<file path="src/hdl/fault_bank_regs.vh">
// register offsets, reset values and codes of the fault and status bank
`ifndef FAULT_BANK_REGS_VH
`define FAULT_BANK_REGS_VH

// commands
`define CMD_CLEAR_FAULTS 8'h03

// limit and response offsets
`define OFS_VOUT_UV_LVL 8'h44
`define OFS_VOUT_UV_ACT 8'h45
`define OFS_OC_LVL 8'h46
`define OFS_OC_ACT 8'h47
`define OFS_OC_WARN 8'h4a
`define OFS_OT_LVL 8'h4f
`define OFS_OT_ACT 8'h50
`define OFS_OT_WARN 8'h51
`define OFS_VIN_OV_LVL 8'h55
`define OFS_VIN_OV_ACT 8'h56
`define OFS_VIN_OV_WARN 8'h57
`define OFS_VIN_UV_WARN 8'h58
`define OFS_VIN_UV_LVL 8'h59
`define OFS_VIN_UV_ACT 8'h5a

// status offsets
`define OFS_STAT_BYTE 8'h78
`define OFS_STAT_WORD 8'h79
`define OFS_STAT_VOUT 8'h7a
`define OFS_STAT_IOUT 8'h7b
`define OFS_STAT_INPUT 8'h7c
`define OFS_STAT_TEMP 8'h7d
`define OFS_STAT_COMM 8'h7e
`define OFS_STAT_FANS 8'h81

// fault response codes
`define ACT_LATCHED 8'h80
`define ACT_HICCUP 8'hc0

// reset values; limits in whole units of the measurement inputs
`define RST_VOUT_UV_LVL 16'h000a
`define RST_OC_LVL 16'h0042
`define RST_OC_WARN 16'h003e
`define RST_OT_LVL 16'h0082
`define RST_OT_ACT 8'hc0
`define RST_OT_WARN 16'h0078
`define RST_VIN_OV_LVL 16'h004c
`define RST_VIN_OV_WARN 16'h004a
`define RST_VIN_UV_WARN 16'h0028
`define RST_VIN_UV_LVL 16'h0026
`define RST_STATUS 8'h00

// answer to a read past the register width
`define RD_FILL 8'hff

`endif

</file>
<file path="src/hdl/fault_limit_status_bank.v">
// fault limits, fault responses and status flags behind the serial bus
`timescale 1ns/1ps
`include "fault_bank_regs.vh"

module fault_limit_status_bank #(
  parameter [6:0] BUS_ADDR = 7'h58,
  parameter N_TEMP = 3,
  parameter [15:0] LV_FAULT_LEVEL = 16'h0006
) (
  input wire i_clk,
  input wire i_rst,
  input wire i_scl,
  input wire i_sda,
  output wire o_sda,
  output wire o_sda_oe,
  output reg o_alert_n,
  output reg o_output_en,
  input wire [15:0] i_vout,
  input wire [15:0] i_iout,
  input wire [15:0] i_vin,
  input wire [16*N_TEMP-1:0] i_temps,
  input wire i_input_lost,
  input wire i_current_limiting,
  input wire i_restart,
  input wire i_busy,
  input wire i_power_not_good,
  input wire i_vout_ov_fault,
  input wire i_vout_ov_warn,
  input wire i_vout_uv_warn,
  input wire i_share_fault,
  input wire i_power_limiting,
  input wire i_iin_over_current,
  input wire i_fan1_fault,
  input wire i_fan_override
);
  localparam NF = 22;
  localparam NL = 9;

  wire start, stop, wr_stb, rd_next;
  wire [7:0] wr_data;
  reg [7:0] rd_byte;

  reg [15:0] lim_q [0:NL-1];
  reg [7:0] ot_act_q;
  reg [7:0] cmd_q;
  reg [7:0] lsb_q;
  reg [1:0] wcnt_q;
  reg [1:0] rptr_q;
  reg [NF-1:0] flag_q;
  reg ot_latch_q;
  reg bad_cmd, bad_data, comm_other, clr;
  reg [15:0] rd_val;
  reg rd_two;
  wire [NF-1:0] ev;
  wire [15:0] hot;
  wire trip, ot_f;
  wire [15:0] wval;
  integer k;

  // limit index of a command, NL when not a limit
  function [3:0] lim_idx;
    input [7:0] c;
    begin
      case (c)
        `OFS_VOUT_UV_LVL: lim_idx = 4'd0;
        `OFS_OC_LVL: lim_idx = 4'd1;
        `OFS_OC_WARN: lim_idx = 4'd2;
        `OFS_OT_LVL: lim_idx = 4'd3;
        `OFS_OT_WARN: lim_idx = 4'd4;
        `OFS_VIN_OV_LVL: lim_idx = 4'd5;
        `OFS_VIN_OV_WARN: lim_idx = 4'd6;
        `OFS_VIN_UV_WARN: lim_idx = 4'd7;
        `OFS_VIN_UV_LVL: lim_idx = 4'd8;
        default: lim_idx = 4'd9;
      endcase
    end
  endfunction

  // any command this bank answers
  function known;
    input [7:0] c;
    begin
      case (c)
        `CMD_CLEAR_FAULTS, `OFS_VOUT_UV_ACT, `OFS_OC_ACT,
        `OFS_OT_ACT, `OFS_VIN_OV_ACT, `OFS_VIN_UV_ACT,
        `OFS_STAT_BYTE, `OFS_STAT_WORD, `OFS_STAT_VOUT,
        `OFS_STAT_IOUT, `OFS_STAT_INPUT, `OFS_STAT_TEMP,
        `OFS_STAT_COMM, `OFS_STAT_FANS: known = 1'b1;
        default: known = (lim_idx(c) != 4'd9);
      endcase
    end
  endfunction

  serial_byte_slave #(
    .ADDR(BUS_ADDR)
  ) u_link (
    .i_clk(i_clk),
    .i_rst(i_rst),
    .i_scl(i_scl),
    .i_sda(i_sda),
    .o_sda_oe(o_sda_oe),
    .o_start(start),
    .o_stop(stop),
    .o_wr_stb(wr_stb),
    .o_wr_data(wr_data),
    .o_rd_next(rd_next),
    .i_rd_data(rd_byte)
  );

  // open drain: only ever pulls low
  assign o_sda = 1'b0;

  // hottest sensor by a compare chain
  genvar g;
  generate
    for (g = 0; g < N_TEMP; g = g + 1) begin : g_hot
      wire [15:0] t = i_temps[16*g +: 16];
      wire [15:0] m;
      if (g == 0) begin : g_first
        assign m = t;
      end else begin : g_next
        assign m = (t > g_hot[g-1].m) ? t : g_hot[g-1].m;
      end
    end
  endgenerate
  assign hot = g_hot[N_TEMP-1].m;

  // live fault and warning conditions
  assign ev[0] = o_output_en & ~i_input_lost &
                 (i_vout < lim_q[0]);
  assign ev[1] = i_vout_ov_fault;
  assign ev[2] = i_vout_ov_warn;
  assign ev[3] = i_vout_uv_warn;
  assign ev[4] = i_iout > lim_q[1];
  assign ev[5] = i_current_limiting & o_output_en &
                 (i_vout < LV_FAULT_LEVEL);
  assign ev[6] = i_iout > lim_q[2];
  assign ev[7] = i_share_fault;
  assign ev[8] = i_power_limiting;
  assign ev[9] = i_vin > lim_q[5];
  assign ev[10] = i_vin > lim_q[6];
  assign ev[11] = i_vin < lim_q[7];
  assign ev[12] = i_vin < lim_q[8];
  assign ev[13] = i_input_lost;
  assign ev[14] = i_iin_over_current;
  assign ev[15] = ot_f;
  assign ev[16] = hot > lim_q[4];
  assign ev[17] = i_fan1_fault;
  assign ev[18] = i_fan_override;
  assign ev[19] = bad_cmd;
  assign ev[20] = bad_data;
  assign ev[21] = comm_other;

  assign ot_f = hot > lim_q[3];
  assign trip = ev[0] | ev[4] | ev[5] | ev[9] | ev[12] | ot_f;
  assign wval = {wr_data, lsb_q};

  // sticky flags, set beats clear
  generate
    for (g = 0; g < NF; g = g + 1) begin : g_flag
      always @(posedge i_clk) begin
        if (i_rst)
          flag_q[g] <= 1'b0;
        else
          flag_q[g] <= ev[g] | (flag_q[g] & ~clr);
      end
    end
  endgenerate

  // output enable, alert and temperature latch
  always @(posedge i_clk) begin
    if (i_rst) begin
      ot_latch_q <= 1'b0;
      o_output_en <= 1'b0;
      o_alert_n <= 1'b1;
    end else begin
      if (ot_f && ot_act_q == `ACT_LATCHED)
        ot_latch_q <= 1'b1;
      else if (i_restart)
        ot_latch_q <= 1'b0;
      o_output_en <= ~trip & ~ot_latch_q;
      o_alert_n <= ~(|flag_q);
    end
  end

  // write and read side strobes decoded from bus bytes
  always @* begin
    bad_cmd = 1'b0;
    bad_data = 1'b0;
    comm_other = 1'b0;
    clr = 1'b0;
    if (wr_stb) begin
      if (wcnt_q == 2'd0)
        bad_cmd = ~known(wr_data);
      else if (wcnt_q == 2'd1 && lim_idx(cmd_q) == 4'd9)
        bad_data = (cmd_q != `OFS_OT_ACT) ||
                   (wr_data != `ACT_LATCHED &&
                    wr_data != `ACT_HICCUP);
      else if (wcnt_q == 2'd2)
        bad_data = (lim_idx(cmd_q) == 4'd5 &&
                    wval > `RST_VIN_OV_LVL) ||
                   (lim_idx(cmd_q) == 4'd7 &&
                    wval < `RST_VIN_UV_WARN) ||
                   (lim_idx(cmd_q) == 4'd8 &&
                    wval < `RST_VIN_UV_LVL);
      else if (wcnt_q == 2'd3)
        bad_data = 1'b1;
    end
    if (rd_next && (rptr_q > 2'd1 || (rptr_q == 2'd1 && !rd_two)))
      comm_other = 1'b1;
    if (stop && wcnt_q == 2'd1 && cmd_q == `CMD_CLEAR_FAULTS)
      clr = 1'b1;
  end

  // bus byte counter and register writes
  always @(posedge i_clk) begin
    if (i_rst) begin
      cmd_q <= 8'h00;
      lsb_q <= 8'h00;
      wcnt_q <= 2'd0;
      rptr_q <= 2'd0;
      ot_act_q <= `RST_OT_ACT;
      lim_q[0] <= `RST_VOUT_UV_LVL;
      lim_q[1] <= `RST_OC_LVL;
      lim_q[2] <= `RST_OC_WARN;
      lim_q[3] <= `RST_OT_LVL;
      lim_q[4] <= `RST_OT_WARN;
      lim_q[5] <= `RST_VIN_OV_LVL;
      lim_q[6] <= `RST_VIN_OV_WARN;
      lim_q[7] <= `RST_VIN_UV_WARN;
      lim_q[8] <= `RST_VIN_UV_LVL;
    end else begin
      if (start)
        wcnt_q <= 2'd0;
      else if (wr_stb && wcnt_q != 2'd3)
        wcnt_q <= wcnt_q + 2'd1;
      if (wr_stb && wcnt_q == 2'd0) begin
        cmd_q <= wr_data;
        rptr_q <= 2'd0;
      end
      if (wr_stb && wcnt_q == 2'd1) begin
        lsb_q <= wr_data;
        if (cmd_q == `OFS_OT_ACT && !bad_data)
          ot_act_q <= wr_data;
      end
      for (k = 0; k < NL; k = k + 1) begin
        if (wr_stb && wcnt_q == 2'd2 && !bad_data &&
            lim_idx(cmd_q) == k[3:0])
          lim_q[k] <= wval;
      end
      if (rd_next && rptr_q != 2'd3)
        rptr_q <= rptr_q + 2'd1;
    end
  end

  // status bytes
  wire [7:0] st_vout = {flag_q[1], flag_q[2], flag_q[3],
                        flag_q[0], 4'h0};
  wire [7:0] st_iout = {flag_q[4], flag_q[5], flag_q[6], 1'b0,
                        flag_q[7], flag_q[8], 2'b00};
  wire [7:0] st_in = {flag_q[9], flag_q[10], flag_q[11],
                      flag_q[12], flag_q[13], flag_q[14],
                      2'b00};
  wire [7:0] st_temp = {flag_q[15], flag_q[16], 6'h00};
  wire [7:0] st_comm = {flag_q[19], flag_q[20], 1'b0, 3'b000,
                        flag_q[21], 1'b0};
  wire [7:0] st_fan = {flag_q[17], 3'b000, {2{flag_q[18]}},
                       2'b00};
  wire any_temp = |st_temp;
  wire any_comm = |st_comm;
  wire [6:0] sum_hi = {i_busy, ~o_output_en, flag_q[1], flag_q[4],
                       flag_q[12], any_temp, any_comm};
  wire others = |st_vout | |st_iout | |st_in | |st_fan;
  wire [7:0] st_byte = {sum_hi,
                        others & ~(|sum_hi)};
  wire [7:0] st_high = {|st_vout, |st_iout, |st_in, 1'b0,
                        i_power_not_good, |st_fan,
                        2'b00};

  // read value of the addressed command
  always @* begin
    rd_two = 1'b1;
    case (cmd_q)
      `OFS_VOUT_UV_ACT, `OFS_OC_ACT, `OFS_VIN_OV_ACT,
      `OFS_VIN_UV_ACT: begin
        rd_val = {8'h00, `ACT_HICCUP};
        rd_two = 1'b0;
      end
      `OFS_OT_ACT: begin
        rd_val = {8'h00, ot_act_q};
        rd_two = 1'b0;
      end
      `OFS_STAT_WORD: rd_val = {st_high, st_byte};
      `OFS_STAT_BYTE: begin
        rd_val = {8'h00, st_byte};
        rd_two = 1'b0;
      end
      `OFS_STAT_VOUT: begin
        rd_val = {8'h00, st_vout};
        rd_two = 1'b0;
      end
      `OFS_STAT_IOUT: begin
        rd_val = {8'h00, st_iout};
        rd_two = 1'b0;
      end
      `OFS_STAT_INPUT: begin
        rd_val = {8'h00, st_in};
        rd_two = 1'b0;
      end
      `OFS_STAT_TEMP: begin
        rd_val = {8'h00, st_temp};
        rd_two = 1'b0;
      end
      `OFS_STAT_COMM: begin
        rd_val = {8'h00, st_comm};
        rd_two = 1'b0;
      end
      `OFS_STAT_FANS: begin
        rd_val = {8'h00, st_fan};
        rd_two = 1'b0;
      end
      default: begin
        if (lim_idx(cmd_q) != 4'd9)
          rd_val = lim_q[lim_idx(cmd_q)];
        else
          rd_val = {`RD_FILL, `RD_FILL};
      end
    endcase
  end

  // low byte first, then high, then fill
  always @* begin
    case (rptr_q)
      2'd0: rd_byte = rd_val[7:0];
      2'd1: rd_byte = rd_two ? rd_val[15:8] : `RD_FILL;
      default: rd_byte = `RD_FILL;
    endcase
  end
endmodule // fault_limit_status_bank

</file>
<file path="src/hdl/serial_byte_slave.v">
// two-wire serial slave byte engine, oversampled by the system clock
`timescale 1ns/1ps
module serial_byte_slave #(
  parameter [6:0] ADDR = 7'h58
) (
  input wire i_clk,
  input wire i_rst,
  input wire i_scl,
  input wire i_sda,
  output wire o_sda_oe,
  output reg o_start,
  output reg o_stop,
  output reg o_wr_stb,
  output reg [7:0] o_wr_data,
  output reg o_rd_next,
  input wire [7:0] i_rd_data
);
  localparam [2:0] S_IDLE = 3'd0;
  localparam [2:0] S_ADDR = 3'd1;
  localparam [2:0] S_ACK = 3'd2;
  localparam [2:0] S_WBYTE = 3'd3;
  localparam [2:0] S_RBYTE = 3'd4;
  localparam [2:0] S_RACK = 3'd5;

  reg scl_m_q, scl_q, scl_p_q, sda_m_q, sda_q, sda_p_q;
  reg [2:0] st_q;
  reg [2:0] cnt_q;
  reg [7:0] sh_q;
  reg rw_q, ack_on_q, more_q, oe_q;
  wire rise, fall, start, stop;

  // two-stage synchronisers, then edge history
  always @(posedge i_clk) begin
    if (i_rst) begin
      scl_m_q <= 1'b1;
      scl_q <= 1'b1;
      scl_p_q <= 1'b1;
      sda_m_q <= 1'b1;
      sda_q <= 1'b1;
      sda_p_q <= 1'b1;
    end else begin
      scl_m_q <= i_scl;
      scl_q <= scl_m_q;
      scl_p_q <= scl_q;
      sda_m_q <= i_sda;
      sda_q <= sda_m_q;
      sda_p_q <= sda_q;
    end
  end

  assign rise = scl_q & ~scl_p_q;
  assign fall = ~scl_q & scl_p_q;
  assign start = scl_q & scl_p_q & sda_p_q & ~sda_q;
  assign stop = scl_q & scl_p_q & ~sda_p_q & sda_q;
  assign o_sda_oe = oe_q;

  // bit and byte sequencing
  always @(posedge i_clk) begin
    if (i_rst) begin
      st_q <= S_IDLE;
      cnt_q <= 3'd0;
      sh_q <= 8'h00;
      rw_q <= 1'b0;
      ack_on_q <= 1'b0;
      more_q <= 1'b0;
      oe_q <= 1'b0;
      o_start <= 1'b0;
      o_stop <= 1'b0;
      o_wr_stb <= 1'b0;
      o_wr_data <= 8'h00;
      o_rd_next <= 1'b0;
    end else begin
      o_start <= start;
      o_stop <= stop;
      o_wr_stb <= 1'b0;
      o_rd_next <= 1'b0;
      if (start) begin
        st_q <= S_ADDR;
        cnt_q <= 3'd0;
        oe_q <= 1'b0;
      end else if (stop) begin
        st_q <= S_IDLE;
        oe_q <= 1'b0;
      end else begin
        case (st_q)
          S_ADDR: if (rise) begin
            sh_q <= {sh_q[6:0], sda_q};
            cnt_q <= cnt_q + 3'd1;
            if (cnt_q == 3'd7) begin
              rw_q <= sda_q;
              ack_on_q <= 1'b0;
              st_q <= (sh_q[6:0] == ADDR) ? S_ACK : S_IDLE;
            end
          end
          S_WBYTE: if (rise) begin
            sh_q <= {sh_q[6:0], sda_q};
            cnt_q <= cnt_q + 3'd1;
            if (cnt_q == 3'd7) begin
              o_wr_stb <= 1'b1;
              o_wr_data <= {sh_q[6:0], sda_q};
              ack_on_q <= 1'b0;
              st_q <= S_ACK;
            end
          end
          S_ACK: if (fall) begin
            if (!ack_on_q) begin
              oe_q <= 1'b1; // pull low for acknowledge
              ack_on_q <= 1'b1;
            end else if (rw_q) begin
              sh_q <= i_rd_data;
              oe_q <= ~i_rd_data[7];
              o_rd_next <= 1'b1;
              cnt_q <= 3'd0;
              st_q <= S_RBYTE;
            end else begin
              oe_q <= 1'b0;
              cnt_q <= 3'd0;
              st_q <= S_WBYTE;
            end
          end
          S_RBYTE: if (fall) begin
            if (cnt_q == 3'd7) begin
              oe_q <= 1'b0;
              more_q <= 1'b0;
              st_q <= S_RACK;
            end else begin
              sh_q <= {sh_q[6:0], 1'b0};
              oe_q <= ~sh_q[6];
              cnt_q <= cnt_q + 3'd1;
            end
          end
          S_RACK: begin
            if (rise) begin
              if (sda_q)
                st_q <= S_IDLE; // master ends the read
              else
                more_q <= 1'b1;
            end else if (fall && more_q) begin
              sh_q <= i_rd_data;
              oe_q <= ~i_rd_data[7];
              o_rd_next <= 1'b1;
              cnt_q <= 3'd0;
              st_q <= S_RBYTE;
            end
          end
          default: st_q <= S_IDLE;
        endcase
      end
    end
  end
endmodule // serial_byte_slave

</file>
<file path="config.mk">
export PLATFORM = sky130hd
export DESIGN_NAME = fault_limit_status_bank
export DESIGN_NICKNAME = d
export VERILOG_FILES = /design/src/hdl/fault_limit_status_bank.v /design/src/hdl/serial_byte_slave.v
export VERILOG_INCLUDE_DIRS = /design/src /design/src/hdl
export SDC_FILE = /design/constraint.sdc
export NUM_CORES = 1
export LEC_CHECK = 0
export BUFFER_PORTS_ARGS = -buffer_cell sky130_fd_sc_hd__clkbuf_2
export CAP_MARGIN = 20
export CORE_ASPECT_RATIO = 0.9
export CORE_MARGIN = 3
export CORE_UTILIZATION = 25
export DETAILED_ROUTE_END_ITERATION = 10
export PLACE_DENSITY = 0.37
export SLEW_MARGIN = 20
export SYNTH_ARGS = -nofsm -noshare
export SYNTH_HDL_FRONTEND = slang
export SYNTH_SLANG_ARGS = --single-unit
</file>
<file path="constraint.sdc">
create_clock -name i_clk -period 13.6 [get_ports i_clk]
set_input_delay 1.36 -clock i_clk [delete_from_list [all_inputs] [get_ports i_clk]]
set_output_delay 1.36 -clock i_clk [all_outputs]
set_load 0.02 [all_outputs]
</file>
# [After elaboration in Yosys (flattened, before gate mapping)]
# Memory sizes are Yosys's and may differ from the RTL's.
# Cells that the tools add are included.
[word_totals] regBits=88 ram_bits=144 inputBits=113 word_cells=465 memories=1
[op_classes] addsub=3 n_lt_le_gt_ge=16 n_eq_ne=105 mux=131 bitwise=92 reduce_logical=68
[mem_list] memory="lim_q" depth=9 width=16 rd=10 rd_ports_with_merged_regs=0 write_ports=9 line_no="fault_limit_status_bank.v:43" rtl="reg [15:0] lim_q [0:NL-1];"
[ops] op="equality test 8 x 7 -> 1 bit, second input constant" count=42
[ops] op="two-way mux 16 bit" count=12
[ops] op="case mux 16 bit (10 select lines)" count=1
[ops] op="greater-than comparator 16 bit" count=8
[ops] op="case mux 4 bit (9 select lines)" count=2
[ops] op="two-way mux 1 bit" count=64
[ops] op="two-way mux 3 bit" count=19
[ops] op="two-way mux 7 bit" count=8
[ops] op="two-way mux 4 bit" count=13
[ops] op="less-than comparator 16 bit" count=3
[ops] op="bitwise OR 1 bit" count=39
[ops] op="bitwise AND 1 bit" count=35
[ops] op="less-than comparator 16 x 6 -> 1 bit, second input constant" count=2
[ops] op="inequality test 4 x 1 -> 1 bit, second input constant" count=8
[ops] op="case mux 7 bit (4 select lines)" count=1
[ops] op="logical AND 1 bit" count=27
[ops] op="inequality test 2 x 1 -> 1 bit, second input constant" count=13
[ops] op="equality test 4 x 3 -> 1 bit, second input constant" count=6
[ops] op="equality test 8 bit, second input constant" count=3
[ops] op="OR reduction 22 bit" count=1
[ops] op="AND reduction 10 bit" count=2
[ops] op="NOT 1 bit" count=18
[ops] op="equality test 8 x 2 -> 1 bit, second input constant" count=2
[ops] op="greater-than comparator 16 x 7 -> 1 bit, second input constant" count=1
[ops] op="50 further kinds" count=85

# [Depth between registers and ports, before layout]
# Gate-level depths: netlist of the first run.
[depth] depth_word=24 mapped_depth=27

# [Hierarchy]
# Synthesis of the first run repeated with hierarchy kept, for this count alone.
[hier_totals] cells_unflattened=1615 area_unflattened_um2=15164.5
[by_module_without_submodules] mod="fault_limit_status_bank" instances=1 cells_per_inst=1425 area_each_um2=13405.4 seq_area_each_um2=5385.2
[by_module_without_submodules] mod="serial_byte_slave" instances=1 cells_per_inst=190 area_each_um2=1759.2 seq_area_each_um2=700.7

# [Worst setup path before layout of the first run]
# Ideal clock, no wire load.
[synth_timing] path_kind="input-to-reg" start="input i_temps[14]" end="register o_output_en" setup_time_ps=61 t_arrival_ps=6295 t_required_ps=13539 slack_ps=7244 cell_stages=26 path_buffers=2 cell_sequence="inv_1 -> ha_1 -> nand4_1 -> or2_2 -> or3_1 -> nand2_1 -> clkbuf_1 -> mux2i_1 -> ha_1 -> a21oi_1 -> o221ai_1 -> a21oi_1 -> o211ai_1 -> nand2_1 -> clkbuf_1 -> nor2_1 -> a21oi_1 -> ha_1 -> a21o_1 -> a21o_1 -> a21o_1 -> a21o_1 -> a211oi_1 -> o21ai_0 -> o211ai_1 -> and4_1"
[synth_between] elab_chain_len=8
[synth_lines] element="start: declaration" line_no="fault_limit_status_bank.v:21" rtl="input wire [16*N_TEMP-1:0] i_temps,"
[synth_lines] element="greater-than comparator 16 bit" line_no="fault_limit_status_bank.v:122" rtl="assign m = (t > g_hot[g-1].m) ? t : g_hot[g-1].m;"
[synth_lines] element="two-way mux 16 bit (*)" line_no="fault_limit_status_bank.v:122"
[synth_lines] element="greater-than comparator 16 bit" line_no="fault_limit_status_bank.v:122"
[synth_lines] element="two-way mux 16 bit (*)" line_no="fault_limit_status_bank.v:122"
[synth_lines] element="greater-than comparator 16 bit (*)" line_no="fault_limit_status_bank.v:154" rtl="assign ot_f = hot > lim_q[3];"
[synth_lines] element="bitwise OR 1 bit (*)" line_no="fault_limit_status_bank.v:155" rtl="assign trip = ev[0] | ev[4] | ev[5] | ev[9] | ev[12] | ot_f;"
[synth_lines] element="NOT 1 bit (*)" line_no="fault_limit_status_bank.v:181" rtl="o_output_en <= ~trip & ~ot_latch_q;"
[synth_lines] element="bitwise AND 1 bit (*)" line_no="fault_limit_status_bank.v:181"
[synth_lines] element="end signal: assignment" line_no="fault_limit_status_bank.v:181"
[synth_lines] element="end: declaration" line_no="fault_limit_status_bank.v:17" rtl="output reg o_output_en,"
# Every way passes the cells marked *; elsewhere a longest branch is shown, timed or not.
# A chain may end at the register's enable or synchronous reset.

# [Worst setup path in the final report of the first run]
[layout_timing] start="input i_temps[10]" end="register o_output_en"
# The elaborated chain is that of the path after synthesis.

==> results of run 1 <==
==> state kept, by name (all words and copies together), names as in the netlist, 2 cells and up <==
register	cells
u_link.cnt_q	3
rptr_q	2
u_link.st_q	3
flag_q	22
ot_act_q	8
lsb_q	8
u_link.o_wr_data	8
lim_q	144
cmd_q	8
u_link.sh_q	7
wcnt_q	2
==> worst max path at each step <==
stage / startpoint / endpoint / depth (start not counted)
floorplan: i_temps[14] / o_output_en / 26
global placement: i_temps[10] / o_output_en / 25
detailed placement: i_temps[10] / o_output_en / 24
global route: i_temps[10] / ot_latch_q / 26
CTS: i_temps[10] / o_output_en / 24
finish: i_temps[10] / o_output_en / 24
==> report_power, final <==
part	internal [mW]	total, mW	switching (mW)
logic	0.0959	0.241	0.145
registers	0.768	0.796	0.0278
clock network	0.440	0.760	0.320
total	1.30	1.80	0.493
==> through the flow <==
stage	power, mW	cell area (sq um)	util [%]	hold slack (ps)
after global routing	1.88	17300	29.4	430
after detailed placement	1.05	16400	27.8	397
after floorplan	0.948	15000	-	389
after global placement	1.05	16400	27.8	392
after CTS	1.82	17300	29.4	412
final	1.80	17300	29.4	408
==> synthesized netlist by cell type, types with 4 or more instances <==
cell and count:
a2111oi_0 6, a211o_1 7, a211oi_1 8, a21o_1 39, a21oi_1 144, a221o_1 15
a221oi_1 16, a222oi_1 9, a22o_1 15, a22oi_1 20, a311oi_1 4, a31oi_1 11
a32oi_1 5, and2_1 23, and3_1 5, buf_1 5, buf_2 12, buf_6 4
clkbuf_1 45, dfxtp_1 88, edfxtp_1 144, ha_1 180, inv_1 174, mux2i_1 31
nand2_1 121, nand2b_1 24, nand3_1 47, nand4_1 34, nand4b_1 4, nor2_1 115
nor2b_1 17, nor3_1 35, nor4_1 12, nor4b_1 4, o2111ai_1 4, o211ai_1 18
o21a_1 18, o21ai_0 59, o221ai_1 6, o22ai_1 10, or2_2 7, or3_1 13
==> final cells by class <==
class / instances / area [sq um] / share of cell area [%]
flip-flops and latches: 232 / 6090 / 35.1
clock inverters: 17 / 154 / 0.889
inverters: 177 / 664 / 3.84
well taps: 774 / 968 / 5.59
multi-input cells: 1138 / 8010 / 46.2
clock buffers: 35 / 771 / 4.45
repair buffers: 127 / 666 / 3.84
diodes: 1 / 2.50 / 0.0144
==> kinds of logic after synthesis <==
family	Yosys count	synth area share, %
AND/OR/NAND/NOR	487	16.3
buffers and inverters	246	6.52
AO/OA/AOI/OAI	437	19.5
other	1	0.0249
adder cells (fa/ha/maj)	180	15.0
flip-flops	232	40.5
XOR/XNOR	2	0.117
multiplexers	31	2.06
==> worst register-to-register path: stages, from the launching register on <==
cell       delay [ps]
dfxtp_1           940
nand4bb_1         400
a31o_2            630
nand3_2           230
nor3_1            400
a2111oi_4         150
nor3_2            630
nand2_1           100
nand2_1           760
==> per-layer routing <==
metal / track usage (%) / up-vias / wire [microns]
met5: 0 / - / 0
met3: 4.49 / 69 / 4350
met1: 28.3 / 6418 / 30600
li1: - / 6150 / -
met4: 3.73 / 0 / 1290
met2: 28.5 / 410 / 25700
==> results.yml, run 1 <==
critical_path:
  crit_family: "compound AO/OA/AOI/OAI gates"
  path_class: "in -> reg"
  max_stage_delay_ps: 720
  cp_cell_sequence: "clkbuf_2 > inv_1 > ha_1 > nand4_1 > or2_2 > or3_1 > nand2_1 > mux2i_1 > ha_1 > o21ai_0 > a2111oi_0 > o21ai_0 > o211ai_1 > nand2_1 > a21oi_1 > ha_1 > a21o_1 > a21o_1 > a21o_1 > a21o_1 > a211oi_1 > o21ai_0 > o211ai_1 > and4_1"
  crit_required_ps: 14090
  crit_top_cell: "a21o_1"
  rr_endpoint: "lim_q[7][2]"
  rr_worst_depth: 8
  crit_fanout: 30
  cp_num_buf_inv: 2
  r2r-start: "cmd_q[2]"
  crit_path_end_kind: "flop"
  start_kind: "input port"
  critPathSlowestCell: "nand2_1"
  arrival_ps: 7910
  r2r_setup_slack_ps: 8950
synth:
  netlist_instances: 1616
  synth_enable_flop_cells: 144
  async_reset_ff_share_pct: 0
  yosysSeqAreaShare_pct: 40.5
  synth_warnings: 0
  ys.flop_type: "edfxtp_1"
  yosys.area.top_type: "edfxtp_1"
  synth_seq_cells: 232
  synth_area_per_cell_sq_um: 9.30
  syn-num-nets: 1909
  synth_area_sq_um: 15000
  yosysTopAreaCellShare_pct: 28.8
  netlist_top_cells_area: "edfxtp_1 29%, ha_1 15%, dfxtp_1 12%, a21oi_1 4.8%, inv_1 4.3%"
  netlist-cell-type-count: 76
floorplanning:
  rows: 84
  core-area_sq_um: 59000
  start_util_pct: 25.5
  io_pins: 117
  die_height_microns: 239
  die_area_sq_um: 63100
  die_w_microns: 264
placement:
  portBuffers: 115
  dp.cells: 2448
  gp_congestion: 0.881
  dp_hpwl_microns: 48700
  dp_slack_ps: 5620
routing:
  drt_first_iter_violations: 1103
  wl_per_cell_microns: 24.8
  wirelength_microns: 62000
  drtPass1Iterations: 6
  drc_errors: 0
  ant_nets: 0
  via_per_inst: 5.22
  vias: 13047
min_path:
  hold_class: "reg -> reg"
  hold_end: "u_link.scl_q"
  min_path_cells: 1
  min_from: "u_link.scl_m_q"
cts:
  holdBufCountCts: 0
  h-tree-depth: 1
  cts_root_buf: "clkbuf_16"
  cts_tree: "built"
  path_clk_slew_ps: 60
  cts_made_buffers: 28
  clock-sinks: 232
  clock_latency_ps: 590
  clockBufferDepth: 3
  cts_resized: 0
  postCtsSetupBuffers: 0
timing:
  tns_ps: 0
  setup_violations: 0
  finalHoldViolations: 0
  rsz0062_at_grt: "no"
  fin_ws_ps: 6180
  clock_skew_ps: 40.2
  relSlewSlack_pct: 28.7
  fin_crit_ps: 7420
  worst_pin_slew_ps: 1070
  slew_violations: 0
  fmax_mhz: 135
  fin_crit_sh_pct: 54.6
layout:
  drive_gt1_share_pct: 11.3
  fillCellCount: 6237
  area_growth_pct: 15.2
  fin_cells: 2501
  mostFrequentLayoutCells: "180 x ha_1, 174 x inv_1, 144 x edfxtp_1, 143 x a21oi_1, 121 x nand2_1"
  nets: 1997
  final_common_cell: "ha_1"
global_routing:
  overflow: 0
  grt_max_degree: 42
  antenna_found_initial: 0
  grt_pass1_wl_microns: 88800
  grt_pass1_vias: 12729
  grt_use_total_pct: 19.2
run_status:
  outcome: "complete, no violations"
power_and_ir_drop:
  ir_drop_mv: 0.0718
  power_density_nw_per_um2: 104
  p_leak_nw: 7.14
run:
  max_cap_viol_count: 0
(Power assumes the default switching activity.)
==> run 2, diff against run 1 <==
- ABC_AREA: unset -> 1
- PLACE_DENSITY: 0.37 -> 0.38
- clock period: 13.6 -> 6.75 ns (I/O delays scaled with it)
==> run 2 against run 1 <==
Combinational power rose to 2.8 times the previous value. Non-clock buffer count up 5. Via count up 0.77%. Total power up 110%. Register-to-register slack worse by 6400 ps. Core utilization up 0.10 points. Global-route usage down 1.6 points. Clock-buffer cell count up 4. Clock power up 99%. Highest routed layer unchanged.
==> results.yml, run 2 <==
run_status:
  outcome: "complete, no violations"
synth:
  ys.flop_type: "edfxtp_1"
  yosysTopAreaCellShare_pct: 29.0
  async_reset_ff_share_pct: 0
  netlist-cell-type-count: 55
  synth_seq_cells: 232
  synth_area_per_cell_sq_um: 8.16
  syn-num-nets: 2119
  netlist_top_cells_area: "edfxtp_1 29%, ha_1 15%, dfxtp_1 12%, nand2_1 9.6%, inv_1 6.9%"
  synthXorXnorAreaFrac_pct: 0
  synthAdderAreaFrac_pct: 15.1
  yosys.area.top_type: "edfxtp_1"
  yosysMostFrequentCell: "nand2_1"
  yosysSeqAreaShare_pct: 40.9
  synth_warnings: 0
  synth_area_sq_um: 14900
  synth_enable_flop_cells: 144
  netlist_instances: 1826
  synth-compound-area-share_pct: 16.1
  ys_top_cells_by_count: "380 x nand2_1, 275 x inv_1, 200 x a21oi_1"
  synthSimpleGateAreaFrac_pct: 19.3
  synth.area.mux_share_pct: 0
  synth_top_family_by_area: "simple AND/OR/NAND/NOR gates"
routing:
  drt_first_iter_violations: 929
  ant_nets: 0
  drc_errors: 0
  vias: 13148
  drtPass1Iterations: 5
  via_per_inst: 4.79
  wirelength_microns: 56300
  wl_per_cell_microns: 20.5
floorplanning:
  start_util_pct: 25.4
  core-area_sq_um: 58600
  rows: 84
  die_height_microns: 238
  die_w_microns: 263
  die_area_sq_um: 62500
  io_pins: 117
layout:
  area_growth_pct: 16.1
  mostFrequentLayoutCells: "380 x nand2_1, 275 x inv_1, 198 x a21oi_1, 180 x ha_1, 144 x edfxtp_1"
  num_antenna_cells: 0
  reg_top3: "lim_q x144, flag_q x22"
  largest_reg_flops: 144
  drive_gt1_share_pct: 11.1
  nets: 2244
  final_common_cell: "nand2_1"
  top_register: "lim_q"
timing:
  fin_crit_sh_pct: 81.5
  finalHoldViolations: 0
  rsz0062_at_grt: "no"
  relSlewSlack_pct: 21.8
  worst_pin_slew_ps: 1170
  clock_skew_ps: 19.8
  slew_violations: 0
  tns_ps: 0
  setup_violations: 0
  fin_crit_ps: 5500
  fmax_mhz: 182
critical_path:
  crit_start: "i_temps[15]"
  crit_top_cell: "nand2_1"
  crit_required_ps: 7170
  critPathSlowestCell: "inv_1"
  endpoint: "flag_q[15]"
  max_stage_delay_ps: 560
  rr_endpoint: "lim_q[0][9]"
  crit_fanout: 31
  path_class: "in -> reg"
  rr_worst_depth: 14
  r2r-start: "cmd_q[0]"
  r2r_setup_slack_ps: 2530
  crit_path_end_kind: "flop"
  arrival_ps: 5920
  start_kind: "input port"
placement:
  dp_hpwl_microns: 44700
  gp_congestion: 0.855
  portBuffers: 115
min_path:
  hold_class: "in -> reg"
  min_from: "i_sda"
cts:
  cts_tree: "built"
  cts_made_buffers: 31
  h-tree-depth: 1
  cts_root_buf: "clkbuf_16"
  holdBufCountCts: 0
  clockBufferDepth: 3
  clock_latency_ps: 580
  cts_resized: 0
  path_clk_slew_ps: 50
  postCtsSetupBuffers: 0
  clock-sinks: 232
run:
  max_cap_viol_count: 0
global_routing:
  overflow: 0
  grt_use_total_pct: 17.6
  antenna_found_initial: 1
  grt_max_degree: 49
  grt_pass1_vias: 12994
  grt_pass1_wl_microns: 83500
power_and_ir_drop:
  power_density_nw_per_um2: 220
  p_leak_nw: 7.56
  total_power_mw: 3.80
  ir_drop_mv: 0.184
[run 2: cell count changes after synthesis, moves of 14 or more]
cell | previous run | this run
a21o_1 | 39 | 1
a21oi_1 | 144 | 200
a221o_1 | 15 | 0
a22o_1 | 15 | 0
and2_1 | 23 | 0
clkbuf_1 | 45 | 28
inv_1 | 174 | 275
inv_2 | 0 | 14
mux2i_1 | 31 | 0
nand2_1 | 121 | 380
nand2b_1 | 24 | 0
nor2b_1 | 17 | 0
o21ai_0 | 59 | 110
[run 2: how the worst min path moves through the flow]
| stage | to | slack (ps) | cells after the start |
|---|---|---|---|
| final | u_link.sda_m_q | 280 | 2 |
| after global routing | u_link.sda_m_q | 260 | 2 |
| after CTS | u_link.sda_m_q | 250 | 2 |
| after detailed placement | u_link.sda_q | 400 | 1 |
| after global placement | u_link.sda_q | 400 | 1 |
| after floorplan | u_link.scl_q | 390 | 1 |
[run 2: worst max-delay path: cells and delay by family]
kind	cells	cell delay [ps]
buffers and inverters	4	730
AO/OA/AOI/OAI	9	1860
AND/OR/NAND/NOR	13	1740
adder cells (fa/ha/maj)	3	870
[run 2: stage by stage]
stage / setup WS [ps] / hold WS [ps] / cells / utilization [%] / area, sq um
floorplan: 2110 / 389 / 1826 / - / 14900
global placement: 683 / 399 / 2692 / 27.9 / 16400
detailed placement: 664 / 402 / 2692 / 27.9 / 16400
CTS: 1230 / 247 / 2746 / 29.5 / 17300
global route: 485 / 259 / 2746 / 29.5 / 17300
finish: 1250 / 285 / 2746 / 29.5 / 17300
[run 2: where the power goes]
part / switching, mW / leakage (nW) / internal [mW]
sequential: 0.0539 / 2.11 / 1.56
clock: 0.641 / 0.441 / 0.871
combinational: 0.435 / 5.01 / 0.234
total: 1.13 / 7.56 / 2.67
[run 2: cell families after synthesis]
kind of cell    count (synthesis)
flops                         232
other cells                     1
fa+ha+maj                     180
buf+inv                       329
simple gates                  666
compound gates                418
[run 2: final cells by class]
class / count / area, sq um
Sequential cell: 232 / 6090
Fill cell: 6371 / 41400
Clock inverter: 15 / 98.8
Clock buffer: 39 / 806
Timing Repair Buffer: 132 / 703
Inverter: 289 / 1080
Tap cell: 774 / 968
Multi-Input combinational cell: 1265 / 7540
[run 2: routing by layer]
layer / up-vias / GRT usage (%) / wire, microns / share of wire [%]
li1: 6536 / - / - / -
met1: 6262 / 24.9 / 27000 / 48
met2: 308 / 28.9 / 25600 / 46
met3: 42 / 2.17 / 2780 / 4.9
met4: 0 / 3.44 / 852 / 1.5
met5: - / 0 / 0 / 0
